`config.mk`:
```
export PLATFORM = sky130hd
export DESIGN_NAME = ddr_read_latency_table
export DESIGN_NICKNAME = d
export VERILOG_FILES = /design/src/rtl/latency_query_rom.v /design/src/rtl/ddr_read_latency_table.v
export VERILOG_INCLUDE_DIRS = /design/src /design/src/include
export SDC_FILE = /design/constraint.sdc
export NUM_CORES = 1
export LEC_CHECK = 0
export BUFFER_PORTS_ARGS = -buffer_cell sky130_fd_sc_hd__clkbuf_2
export CAP_MARGIN = 20
export CORE_MARGIN = 2
export CORE_UTILIZATION = 50
export DETAILED_ROUTE_END_ITERATION = 16
export PLACE_DENSITY_LB_ADDON = 0.05
export SYNTH_ARGS = -nofsm -noshare
export SYNTH_HDL_FRONTEND = slang
export SYNTH_SLANG_ARGS = --single-unit
```
`constraint.sdc`:
```
create_clock -name sys_clk -period 4.3 [get_ports sys_clk]
set_clock_uncertainty 0.05 [all_clocks]
set_input_delay 0.43 -clock sys_clk [delete_from_list [all_inputs] [get_ports sys_clk]]
set_output_delay 0.43 -clock sys_clk [all_outputs]
set_load 0.01 [all_outputs]
```
`src/include/ddr_latency_map.vh`:
```
`ifndef DDR_LATENCY_MAP_VH
`define DDR_LATENCY_MAP_VH

// latency code field inside the configuration byte
`define LC_HIGH_BIT 7
`define LC_LOW_BIT 6

// latency code values
`define CODE_00 2'h0
`define CODE_01 2'h1
`define CODE_10 2'h2
`define CODE_11 2'h3

// ddr read types
`define RD_FAST 2'h0
`define RD_DUAL 2'h1
`define RD_QUAD 2'h2

// mode cycles, the same for every latency code
`define MODE_FAST 8'h04
`define MODE_DUAL 8'h02
`define MODE_QUAD 8'h01

// latency cycles per code and read type
`define LAT11_FAST 8'h01
`define LAT11_DUAL 8'h02
`define LAT11_QUAD 8'h03
`define LAT00_FAST 8'h02
`define LAT00_DUAL 8'h04
`define LAT00_QUAD 8'h06
`define LAT01_FAST 8'h04
`define LAT01_DUAL 8'h05
`define LAT01_QUAD 8'h07
`define LAT10_FAST 8'h05
`define LAT10_DUAL 8'h06
`define LAT10_QUAD 8'h08

// serial clock limit per code, in MHz
`define FREQ_LIMIT_11 8'h32
`define FREQ_LIMIT_66 8'h42

// latency table parameter header
`define LAT_PARAM_ID 8'h9A
`define LAT_PARAM_LEN 8'h2A
`define LAT_ROWS 8'h05
`define LAT_ROW_LEN 8'h08
`define LAT_PARAM_SIZE 6'h2C

// padding parameter
`define PAD_PARAM_ID 8'hF0
`define PAD_PARAM_LEN 8'h0F
`define PAD_BASE 8'h2C
`define RESERVED_BYTE 8'hFF

`endif

```
`src/rtl/latency_query_rom.v`:
```
`timescale 1ns/1ps
`include "ddr_latency_map.vh"

module latency_query_rom (
    input wire sys_clk, // serial clock
    input wire rst_b, // async reset, active low
    input wire [5:0] romAddr, // byte address in the latency parameter
    output reg [7:0] romData // registered byte
);

    reg [7:0] next_romData; // byte looked up this cycle

    // constant content of the ddr latency parameter
    always @* begin
        case (romAddr)
            6'h00: next_romData = `LAT_PARAM_ID;
            6'h01: next_romData = `LAT_PARAM_LEN;
            6'h02: next_romData = `LAT_ROWS;
            6'h03: next_romData = `LAT_ROW_LEN;
            6'h04: next_romData = 8'h46; // column header letter
            6'h05: next_romData = 8'h43; // column header letter
            6'h06: next_romData = 8'h0D; // fast ddr read, 3-byte address
            6'h07: next_romData = 8'h0E; // fast ddr read, 4-byte address
            6'h08: next_romData = 8'hBD; // dual i/o ddr read, 3-byte
            6'h09: next_romData = 8'hBE; // dual i/o ddr read, 4-byte
            6'h0A: next_romData = 8'hED; // quad i/o ddr read, 3-byte
            6'h0B: next_romData = 8'hEE; // quad i/o ddr read, 4-byte
            6'h0C: next_romData = `FREQ_LIMIT_11;
            6'h0D: next_romData = {6'h00, `CODE_11};
            6'h0E: next_romData = `MODE_FAST;
            6'h0F: next_romData = `LAT11_FAST;
            6'h10: next_romData = `MODE_DUAL;
            6'h11: next_romData = `LAT11_DUAL;
            6'h12: next_romData = `MODE_QUAD;
            6'h13: next_romData = `LAT11_QUAD;
            6'h14: next_romData = `FREQ_LIMIT_66;
            6'h15: next_romData = {6'h00, `CODE_00};
            6'h16: next_romData = `MODE_FAST;
            6'h17: next_romData = `LAT00_FAST;
            6'h18: next_romData = `MODE_DUAL;
            6'h19: next_romData = `LAT00_DUAL;
            6'h1A: next_romData = `MODE_QUAD;
            6'h1B: next_romData = `LAT00_QUAD;
            6'h1C: next_romData = `FREQ_LIMIT_66;
            6'h1D: next_romData = {6'h00, `CODE_01};
            6'h1E: next_romData = `MODE_FAST;
            6'h1F: next_romData = `LAT01_FAST;
            6'h20: next_romData = `MODE_DUAL;
            6'h21: next_romData = `LAT01_DUAL;
            6'h22: next_romData = `MODE_QUAD;
            6'h23: next_romData = `LAT01_QUAD;
            6'h24: next_romData = `FREQ_LIMIT_66;
            6'h25: next_romData = {6'h00, `CODE_10};
            6'h26: next_romData = `MODE_FAST;
            6'h27: next_romData = `LAT10_FAST;
            6'h28: next_romData = `MODE_DUAL;
            6'h29: next_romData = `LAT10_DUAL;
            6'h2A: next_romData = `MODE_QUAD;
            6'h2B: next_romData = `LAT10_QUAD;
            // past the end of the parameter
            default: next_romData = `RESERVED_BYTE;
        endcase
    end

    // read data leaves through a register
    always @(posedge sys_clk or negedge rst_b) begin
        if (!rst_b) begin
            romData <= 8'h00;
        end else begin
            romData <= next_romData;
        end
    end

endmodule // latency_query_rom

```
`src/rtl/ddr_read_latency_table.v`:
```
`timescale 1ns/1ps
`include "ddr_latency_map.vh"

// Functional notes
// - code 11b: fast 4/1, dual 2/2, quad 1/3
// - code 00b: fast 4/2, dual 2/4, quad 1/6
// - code 01b: fast 4/4, dual 2/5, quad 1/7
// - code 10b: fast 4/5, dual 2/6, quad 1/8
// - padding only reserves or aligns query space
// - latency code is configuration bits 7:6
module ddr_read_latency_table #(
    parameter [7:0] PAD_LEN = `PAD_PARAM_LEN // length byte of the padding parameter
) (
    input wire sys_clk, // serial clock of the flash
    input wire rst_b, // async reset, active low
    input wire [7:0] configByte, // non-volatile configuration byte
    input wire [1:0] readType, // ddr read type of the command
    input wire readStart, // pulse: last address clock just passed
    input wire readEnd, // pulse: chip select released, read ends
    output wire modePhase, // level: mode cycles running
    output wire latencyPhase, // level: latency cycles running
    output wire dataDrive, // level: device drives read data
    output reg [7:0] modeCycles, // mode cycles of the current read
    output reg [7:0] latencyCycles, // latency cycles of the current read
    output reg [7:0] freqLimit, // serial clock limit in MHz of the code
    output reg typeError, // read type not a ddr read
    input wire queryReq, // pulse: query byte requested
    input wire [7:0] queryAddr, // byte address in the query area
    output reg [7:0] queryData, // query byte, two cycles after request
    output reg queryValid // pulse: one cycle ahead of queryData
);

    // sequencer states
    localparam [1:0] ST_IDLE = 2'b00;
    localparam [1:0] ST_MODE = 2'b01;
    localparam [1:0] ST_LAT = 2'b10;
    localparam [1:0] ST_DATA = 2'b11;

    reg [1:0] state; // sequencer state
    reg [1:0] next_state; // next sequencer state
    reg [7:0] cycleCount; // remaining cycles of the phase
    reg [7:0] next_cycleCount; // next remaining count
    wire latency_code_high_bit; // upper latency code bit
    wire latency_code_low_bit; // lower latency code bit
    wire [1:0] latencyCode; // selected latency code
    wire [7:0] romData; // byte from the latency parameter
    reg [1:0] querySel; // where the pending query byte comes from
    reg [7:0] padByte; // byte of the padding area, registered

    assign latency_code_high_bit = configByte[`LC_HIGH_BIT];
    assign latency_code_low_bit = configByte[`LC_LOW_BIT];
    assign latencyCode = {latency_code_high_bit, latency_code_low_bit};

    // mode cycles depend on the read type only
    function [7:0] modeLookup;
        input [1:0] rtype;
        begin
            case (rtype)
                `RD_FAST: modeLookup = `MODE_FAST;
                `RD_DUAL: modeLookup = `MODE_DUAL;
                default: modeLookup = `MODE_QUAD;
            endcase
        end
    endfunction

    // latency cycles from code and read type
    function [7:0] latLookup;
        input [1:0] code;
        input [1:0] rtype;
        begin
            case (code)
                `CODE_11: latLookup = (rtype == `RD_FAST) ? `LAT11_FAST :
                    (rtype == `RD_DUAL) ? `LAT11_DUAL : `LAT11_QUAD;
                `CODE_00: latLookup = (rtype == `RD_FAST) ? `LAT00_FAST :
                    (rtype == `RD_DUAL) ? `LAT00_DUAL : `LAT00_QUAD;
                `CODE_01: latLookup = (rtype == `RD_FAST) ? `LAT01_FAST :
                    (rtype == `RD_DUAL) ? `LAT01_DUAL : `LAT01_QUAD;
                default: latLookup = (rtype == `RD_FAST) ? `LAT10_FAST :
                    (rtype == `RD_DUAL) ? `LAT10_DUAL : `LAT10_QUAD;
            endcase
        end
    endfunction

    // frequency ceiling that the host must respect for a code
    function [7:0] limitLookup;
        input [1:0] code;
        begin
            case (code)
                `CODE_11: limitLookup = `FREQ_LIMIT_11;
                default: limitLookup = `FREQ_LIMIT_66;
            endcase
        end
    endfunction

    // phase decode straight from the state register
    assign modePhase = (state == ST_MODE);
    assign latencyPhase = (state == ST_LAT);
    assign dataDrive = (state == ST_DATA);

    // next state and count of the read sequencer
    always @* begin
        next_state = state;
        next_cycleCount = cycleCount;
        if (readEnd) begin
            // release of chip select aborts any phase
            next_state = ST_IDLE;
            next_cycleCount = 8'h00;
        end else begin
            case (state)
                ST_IDLE: begin
                    if (readStart) begin
                        next_state = ST_MODE;
                        next_cycleCount = modeLookup(readType) - 8'h01;
                    end
                end
                ST_MODE: begin
                    if (cycleCount == 8'h00) begin
                        next_state = ST_LAT;
                        next_cycleCount = latencyCycles - 8'h01;
                    end else begin
                        next_cycleCount = cycleCount - 8'h01;
                    end
                end
                ST_LAT: begin
                    if (cycleCount == 8'h00) begin
                        next_state = ST_DATA;
                    end else begin
                        next_cycleCount = cycleCount - 8'h01;
                    end
                end
                ST_DATA: begin
                    // data continues until chip select is released
                    next_state = ST_DATA;
                end
                default: begin
                    next_state = ST_IDLE;
                    next_cycleCount = 8'h00;
                end
            endcase
        end
    end

    // sequencer registers
    always @(posedge sys_clk or negedge rst_b) begin
        if (!rst_b) begin
            state <= ST_IDLE;
            cycleCount <= 8'h00;
        end else begin
            state <= next_state;
            cycleCount <= next_cycleCount;
        end
    end

    // settings of a read are latched at its start
    always @(posedge sys_clk or negedge rst_b) begin
        if (!rst_b) begin
            modeCycles <= 8'h00;
            latencyCycles <= 8'h00;
            freqLimit <= 8'h00;
            typeError <= 1'b0;
        end else if (readStart && !readEnd && state == ST_IDLE) begin
            modeCycles <= modeLookup(readType);
            latencyCycles <= latLookup(latencyCode, readType);
            freqLimit <= limitLookup(latencyCode);
            // an unknown type is run as a quad read and flagged
            typeError <= (readType == 2'h3);
        end
    end

    // latency parameter bytes
    latency_query_rom latency_query_rom_inst (
        .sys_clk(sys_clk),
        .rst_b(rst_b),
        .romAddr(queryAddr[5:0]),
        .romData(romData)
    );

    // padding area and source select, aligned with the rom register
    always @(posedge sys_clk or negedge rst_b) begin
        if (!rst_b) begin
            querySel <= 2'b00;
            padByte <= 8'h00;
            queryValid <= 1'b0;
        end else begin
            // strobe leads the byte by one cycle, so a host takes data one cycle later
            queryValid <= queryReq;
            querySel <= (queryAddr < {2'b00, `LAT_PARAM_SIZE}) ? 2'b01 : 2'b10;
            if (queryAddr == `PAD_BASE) begin
                padByte <= `PAD_PARAM_ID;
            end else if (queryAddr == `PAD_BASE + 8'h01) begin
                padByte <= PAD_LEN;
            end else begin
                padByte <= `RESERVED_BYTE;
            end
        end
    end

    // query answer register
    always @(posedge sys_clk or negedge rst_b) begin
        if (!rst_b) begin
            queryData <= 8'h00;
        end else if (querySel == 2'b01) begin
            queryData <= romData;
        end else begin
            queryData <= padByte;
        end
    end

endmodule // ddr_read_latency_table

```
==> results of run 1 <==
kinds of logic after synthesis:
| kind of cell | Yosys count |
|---|---|
| and+or+nand+nor | 107 |
| DFF | 42 |
| xor gates and xnor gates | 2 |
| other | 1 |
| AOI/OAI and AO/OA | 76 |
| muxes | 7 |
| buffers and inverters | 42 |
| adders and majority gates | 13 |
layer usage:
layer / vias up / track usage, %
met4: 0 / 3.51
met5: - / 0
li1: 1056 / -
met2: 68 / 29.5
met3: 2 / 4.15
met1: 954 / 28.7
how the worst max path moves through the flow:
stage | slack (ps) | endpoint | startpoint
6_report | 1870 | cycleCount[6] | cycleCount[0]
5_1_grt | 1730 | cycleCount[6] | cycleCount[0]
4_1_cts | 1870 | cycleCount[6] | cycleCount[0]
3_5_place_dp | 1890 | cycleCount[6] | cycleCount[0]
3_3_place_gp | 1920 | cycleCount[6] | cycleCount[0]
2_1_floorplan | 2060 | cycleCount[6] | cycleCount[0]
report_power, final:
group,switching (uW),internal [uW]
clock network,147,177
logic,435,267
registers,69.4,475
final cells by class:
class                   count  area [um2]  share of cell area, %
clock buffers               5        68.8                   2.41
inverters                  17        63.8                   2.23
well taps                  67        83.8                   2.93
clock inverters             3        48.8                   1.71
flip-flops and latches     42        1050                   36.8
repair buffers             42         230                   8.06
multi-input cells         218        1310                   45.9
cells in the mapped netlist (2+ instances only):
| cell | n | area, um2 |
|---|---|---|
| nor2b_1 | 4 | 25.0 |
| o21ai_0 | 24 | 120 |
| nand2b_1 | 9 | 56.3 |
| or3_1 | 2 | 12.5 |
| o22ai_1 | 3 | 18.8 |
| clkbuf_1 | 9 | 33.8 |
| nor3b_1 | 3 | 22.5 |
| dfrtp_1 | 42 | 1050 |
| a211oi_1 | 4 | 30.0 |
| nor4_1 | 2 | 12.5 |
| or2_2 | 2 | 12.5 |
| nand3b_1 | 2 | 15.0 |
| a21oi_1 | 17 | 85.1 |
| a31oi_1 | 5 | 31.3 |
| nor2_1 | 21 | 78.8 |
| mux2_2 | 4 | 45.0 |
| o31ai_1 | 4 | 30.0 |
| mux2i_1 | 3 | 30.0 |
| buf_4 | 14 | 105 |
| nand3_1 | 4 | 20.0 |
| inv_1 | 17 | 63.8 |
| o41ai_1 | 2 | 17.5 |
| nor3_1 | 8 | 40.0 |
| or4_1 | 2 | 15.0 |
| a221oi_1 | 3 | 26.3 |
| ha_1 | 13 | 163 |
| o211ai_1 | 3 | 22.5 |
| nand2_1 | 44 | 165 |
flip-flops by register name, summed over array words and instances (netlist names), 2 cells and up:
register	flops
latencyCycles	4
modeCycles	3
cycleCount	8
state	2
padByte	2
latency_query_rom_inst.romData	8
querySel	2
queryData	8
freqLimit	3
stage by stage:
stage	cells	util (%)	hold slack, ps	worst slack [ps]
floorplan	302	-	84.4	2060
global placement	384	56.2	381	1920
detailed placement	384	56.2	381	1890
CTS	392	58.7	187	1870
global route	394	59.3	174	1730
finish	394	59.3	196	1870
worst reg2reg max path, cell delays in order (launching register included):
cell	delay, ps
dfrtp_1	440
inv_1	80
ha_1	190
or4b_4	490
or2_1	370
o311ai_4	350
nor2_1	100
a32o_1	270
==> results.cfg, run 1 <==
[status]
outcome = finished, final reports clean

[sta]
post-route-period-util_pct = 56.6
worstMarginPinSlew_ps = 654
slew-limit-headroom_pct = 56.3
max_freq_mhz = 411
final_hold_viol_count = 0
report.final.slew_viol_count = 0
fin_tns_setup_ps = 0
setup-violations-final = 0
fin_crit_ps = 2430
rsz0062_at_grt = no

[job]
cap_viol_max_count = 0

[setup_path]
cp.depth = 7
r2r_setup_slack_ps = 1870
crit_family = simple AND/OR/NAND/NOR gates
crit_type = flop to flop
path_max_fanout = 7
start_kind = flop
crit_buf_inv = 1
required_ps = 4440
cp_slowest_cell = or4b_4
r2r_end = cycleCount[6]
reg2regPathDepth = 7
rr_startpoint = cycleCount[0]
path_cells = inv_1, ha_1, or4b_4, or2_1, o311ai_4, nor2_1, a32o_1
critPathArrivalTime_ps = 2570
max_stage_delay_ps = 490
cp-end-kind = flop

[finish]
syn2layout_area_growth_pct = 12.7
drive_above_1_share_pct = 17.7
most-common-layout-cells = nand2_1 (44), dfrtp_1 (42), clkbuf_2 (40)
nFillCells = 467
postLayoutCellArea_um2 = 2860
final_common_cell = nand2_1
diodes = 0
final_nets = 362

[floorplan]
start_util_pct = 52.6
fp.coreArea_um2 = 4820
die_area_um2 = 5650
die_w_um = 75.2
rows = 25
die_h_um = 75.2
io_pins = 60

[place]
hpwl_um = 3680
portBuffers = 40
placed_cell_area_um2 = 2710
gp_congestion = 0.836

[clock_network]
cts_sinks = 42
root_buffer = clkbuf_8
cts-buffers-inserted = 5
clk_latency_ps = 290
clk_pin_slew_ps = 90
postCtsSetupBuffers = 0
ctsHoldBuffers = 0
cts_resized = 0
htree_levels = 2
cts_tree = yes
cts_buffer_depth = 2

[synth]
synth-adder-area-share_pct = 6.42
ys_seq_area_share_pct = 41.5
yosys_most_used_dff = dfrtp_1
syn_inst = 290
synth_top_family_by_area = simple AND/OR/NAND/NOR gates
ys_warn_count = 0
synthSimpleGateAreaFrac_pct = 20.1
syn-cell-area_um2 = 2530
synth_compound_area_share_pct = 19.6
synth-xor-area-share_pct = 0.691
syn_avg_cell_area_um2 = 8.74
synth-seq-cells = 42
ys_types = 48
async_flop_share_pct = 100
synth_edf_count = 0
synth.area.mux_share_pct = 2.96

[global_routing]
grt_pass1_vias = 1844
overflow = 0
grt_max_degree = 43
antenna_found_initial = 0
grt_pass1_wl_um = 8510
track_usage_pct = 19.4

[drt]
avgRoutedWirePerCell_um = 12.9
wl_met2_um = 2250
met1Wirelength_um = 2500
drc = 0
firstDrtPassIters = 5
drt_wl_total_um = 5070
drt_iter0_drc = 107
top_layer = met4
num_vias = 2080
vias_per_cell = 5.28
ant_nets = 0
routed-wl-met3_um = 293

[power_and_ir_drop]
power.density_nw_per_um2 = 550
total_power_uw = 1570
leakage_uw = 0.00130
ir_drop_mv = 0.315

[min_path]
hold_start = queryReq
hold_depth = 1
holdCritPathClass = primary input to flop
worstHoldEndpoint = queryValid
No activity file was read; power rests on OpenSTA's default activity.
==> run 2, diff against run 1 <==
ABC_AREA = 1   (was not set)
CORE_UTILIZATION = 49   (was 50)
clock period = 2.21 ns   (was 4.3 ns; I/O delays follow)
==> results.cfg, run 2 <==
[status]
outcome = finished, final reports clean

[floorplan]
fp.coreArea_um2 = 5140
die_w_um = 77.3
die_area_um2 = 5980
start_util_pct = 51.3
io_pins = 60
die_h_um = 77.3
rows = 26

[place]
placed_cell_area_um2 = 2850
dp_slack_ps = 470
hpwl_um = 4390
portBuffers = 40
gp_congestion = 0.917

[global_routing]
track_usage_pct = 20.7
grt_max_degree = 23
overflow = 0
grt_pass1_vias = 2247
grt_pass1_wl_um = 10100
antenna_found_initial = 0

[setup_path]
cp_slowest_cell = dfrtp_1
path_cells = inv_1, ha_1, nor2_1, nand2_1, nand2_1, inv_2, nand3_2, nor2_4, nand2_1, nand2_1
path_max_fanout = 7
crit_family = simple AND/OR/NAND/NOR gates
crit_path_frequent_cell = nand2_1
max_stage_delay_ps = 420
start_kind = flop
cp-end-kind = flop
critPathArrivalTime_ps = 1960
required_ps = 2390
r2r_setup_slack_ps = 430
crit_buf_inv = 2
crit_type = flop to flop

[sta]
post-route-period-util_pct = 80.4
max_freq_mhz = 563
fin_crit_ps = 1780
rsz0062_at_grt = no
slew-limit-headroom_pct = 65.1
report.final.slew_viol_count = 0
fin_tns_setup_ps = 0
setup-violations-final = 0
final_hold_viol_count = 0
finalWorstSetupSlack_ps = 433
worstMarginPinSlew_ps = 523
whs_ps = 139

[synth]
syn_avg_cell_area_um2 = 7.42
syn_inst = 355
synth_common_cells = nand2_1 (110), dfrtp_1 (42), inv_1 (39)
synth_edf_count = 0
ys_types = 38
ys_seq_area_share_pct = 39.9
syn-cell-area_um2 = 2640
yosysMostFrequentCell = nand2_1
synth_area_leaders = dfrtp_1 (40%), nand2_1 (16%), ha_1 (6.2%), inv_1 (5.6%), nand3_1 (5.1%)
synthDominantCellAreaShare_pct = 39.9
yosysTopAreaCell = dfrtp_1
ys_warn_count = 0
synth-seq-cells = 42
async_flop_share_pct = 100
yosys_most_used_dff = dfrtp_1

[power_and_ir_drop]
clockPowerShare_pct = 17.3
p_int_uw = 1910
power_frac_seq_pct = 31.6
switchingPower_uw = 1540
ir_drop_mv = 0.469
combPwrFrac_pct = 51.2
leakage_uw = 0.00158
p_sw_share_pct = 44.6
power.density_nw_per_um2 = 1160

[finish]
final_common_cell = nand2_1
most-common-layout-cells = nand2_1 (110), dfrtp_1 (42), clkbuf_2 (40)
diodes = 0
final_nets = 436
drive_above_1_share_pct = 16.5
syn2layout_area_growth_pct = 13.1
final_util_pct = 58.0
nFillCells = 557
reg.largest.list = cycleCount x8, latency_query_rom_inst.romData x8, queryData x8
postLayoutCellArea_um2 = 2980

[drt]
ant_nets = 0
avgRoutedWirePerCell_um = 11.9
drt_wl_total_um = 5590
vias_per_cell = 4.85
drt_iter0_drc = 163
drc = 0
firstDrtPassIters = 4
num_vias = 2285

[clock_network]
cts-buffers-inserted = 5
htree_levels = 2
root_buffer = clkbuf_8
cts_buffer_depth = 2
clk_latency_ps = 290
ctsHoldBuffers = 2
postCtsSetupBuffers = 0
cts_sinks = 42
cts_resized = 0
cts_tree = yes
clk_pin_slew_ps = 80

[job]
cap_viol_max_count = 0

[min_path]
holdCritPathClass = primary input to flop
-- run 2: changes by cell type after synthesis, moves of 5 or more --
cell | before | now
clkbuf_1 | 9 | 1
nor3_1 | 8 | 1
nand3_1 | 4 | 27
nor2_1 | 21 | 33
a21oi_1 | 17 | 12
nand2b_1 | 9 | 0
nand2_1 | 44 | 110
inv_1 | 17 | 39
-- run 2: cells by family (layout without fill, tap and decap cells) --
kind of cell             after synthesis  after routing  synth area share (%)
buffers and inverters                 63             97                  11.6
other                                  1             13                 0.142
adder cells (fa/ha/maj)               13             13                  6.17
XOR/XNOR                               2              2                 0.665
AO/OA/AOI/OAI                         47             47                  10.4
flip-flops                            42             42                  39.9
AND/OR/NAND/NOR                      187            187                  31.1
-- run 2: worst paths after layout --
check / startpoint / to / depth (start not counted)
max: state[0] / cycleCount[2] / 10
min: queryAddr[6] / querySel[0] / 4
max reg2reg: state[0] / cycleCount[2] / 10
min reg2reg: freqLimit[1] / freqLimit[1] / 1
max in group asynchronous: rst_b / latency_query_rom_inst.romData[5] / 3
min in group asynchronous: rst_b / queryValid / 2
-- run 2: cell type report --
class / count / area, um2 / area share, %
inverters: 44 / 165 / 5.54
flip-flops and latches: 42 / 1050 / 35.3
multi-input cells: 262 / 1320 / 44.4
repair buffers: 45 / 243 / 8.14
clock buffers: 6 / 72.6 / 2.43
clock inverters: 2 / 37.5 / 1.26
well taps: 70 / 87.6 / 2.94
-- run 2: metrics by stage --
stage	total power, uW	std cells
after floorplan	2420	367
after global placement	2820	461
after detailed placement	2850	461
after CTS	3460	471
after global routing	3810	471
final	3440	471
-- run 2: metal layers --
layer  part of all wire [%]  track usage (%)  up-vias  wire length, um
li1                       -                -     1189                -
met1                     51             29.4     1028             2830
met2                     43             32.5       62             2410
met3                    5.0             3.95        6              277
met4                    1.1             5.89        0               62
met5                      0                0        -                0
-- run 2: power groups by stage --
stage               clock network [uW]  logic, uW  registers, uW
global route                       652       2050           1110
finish                             595       1760           1090
global placement                     0       1720           1100
CTS                                617       1760           1090
detailed placement                   0       1740           1100
floorplan                            0       1310           1110
-- run 2: worst reg2reg max path: cells and delay by family (launching register included) --
family | cells | cell delay, ps
buffers and inverters | 2 | 190
flip-flops | 1 | 420
adder cells (fa/ha/maj) | 1 | 340
AND/OR/NAND/NOR | 7 | 700
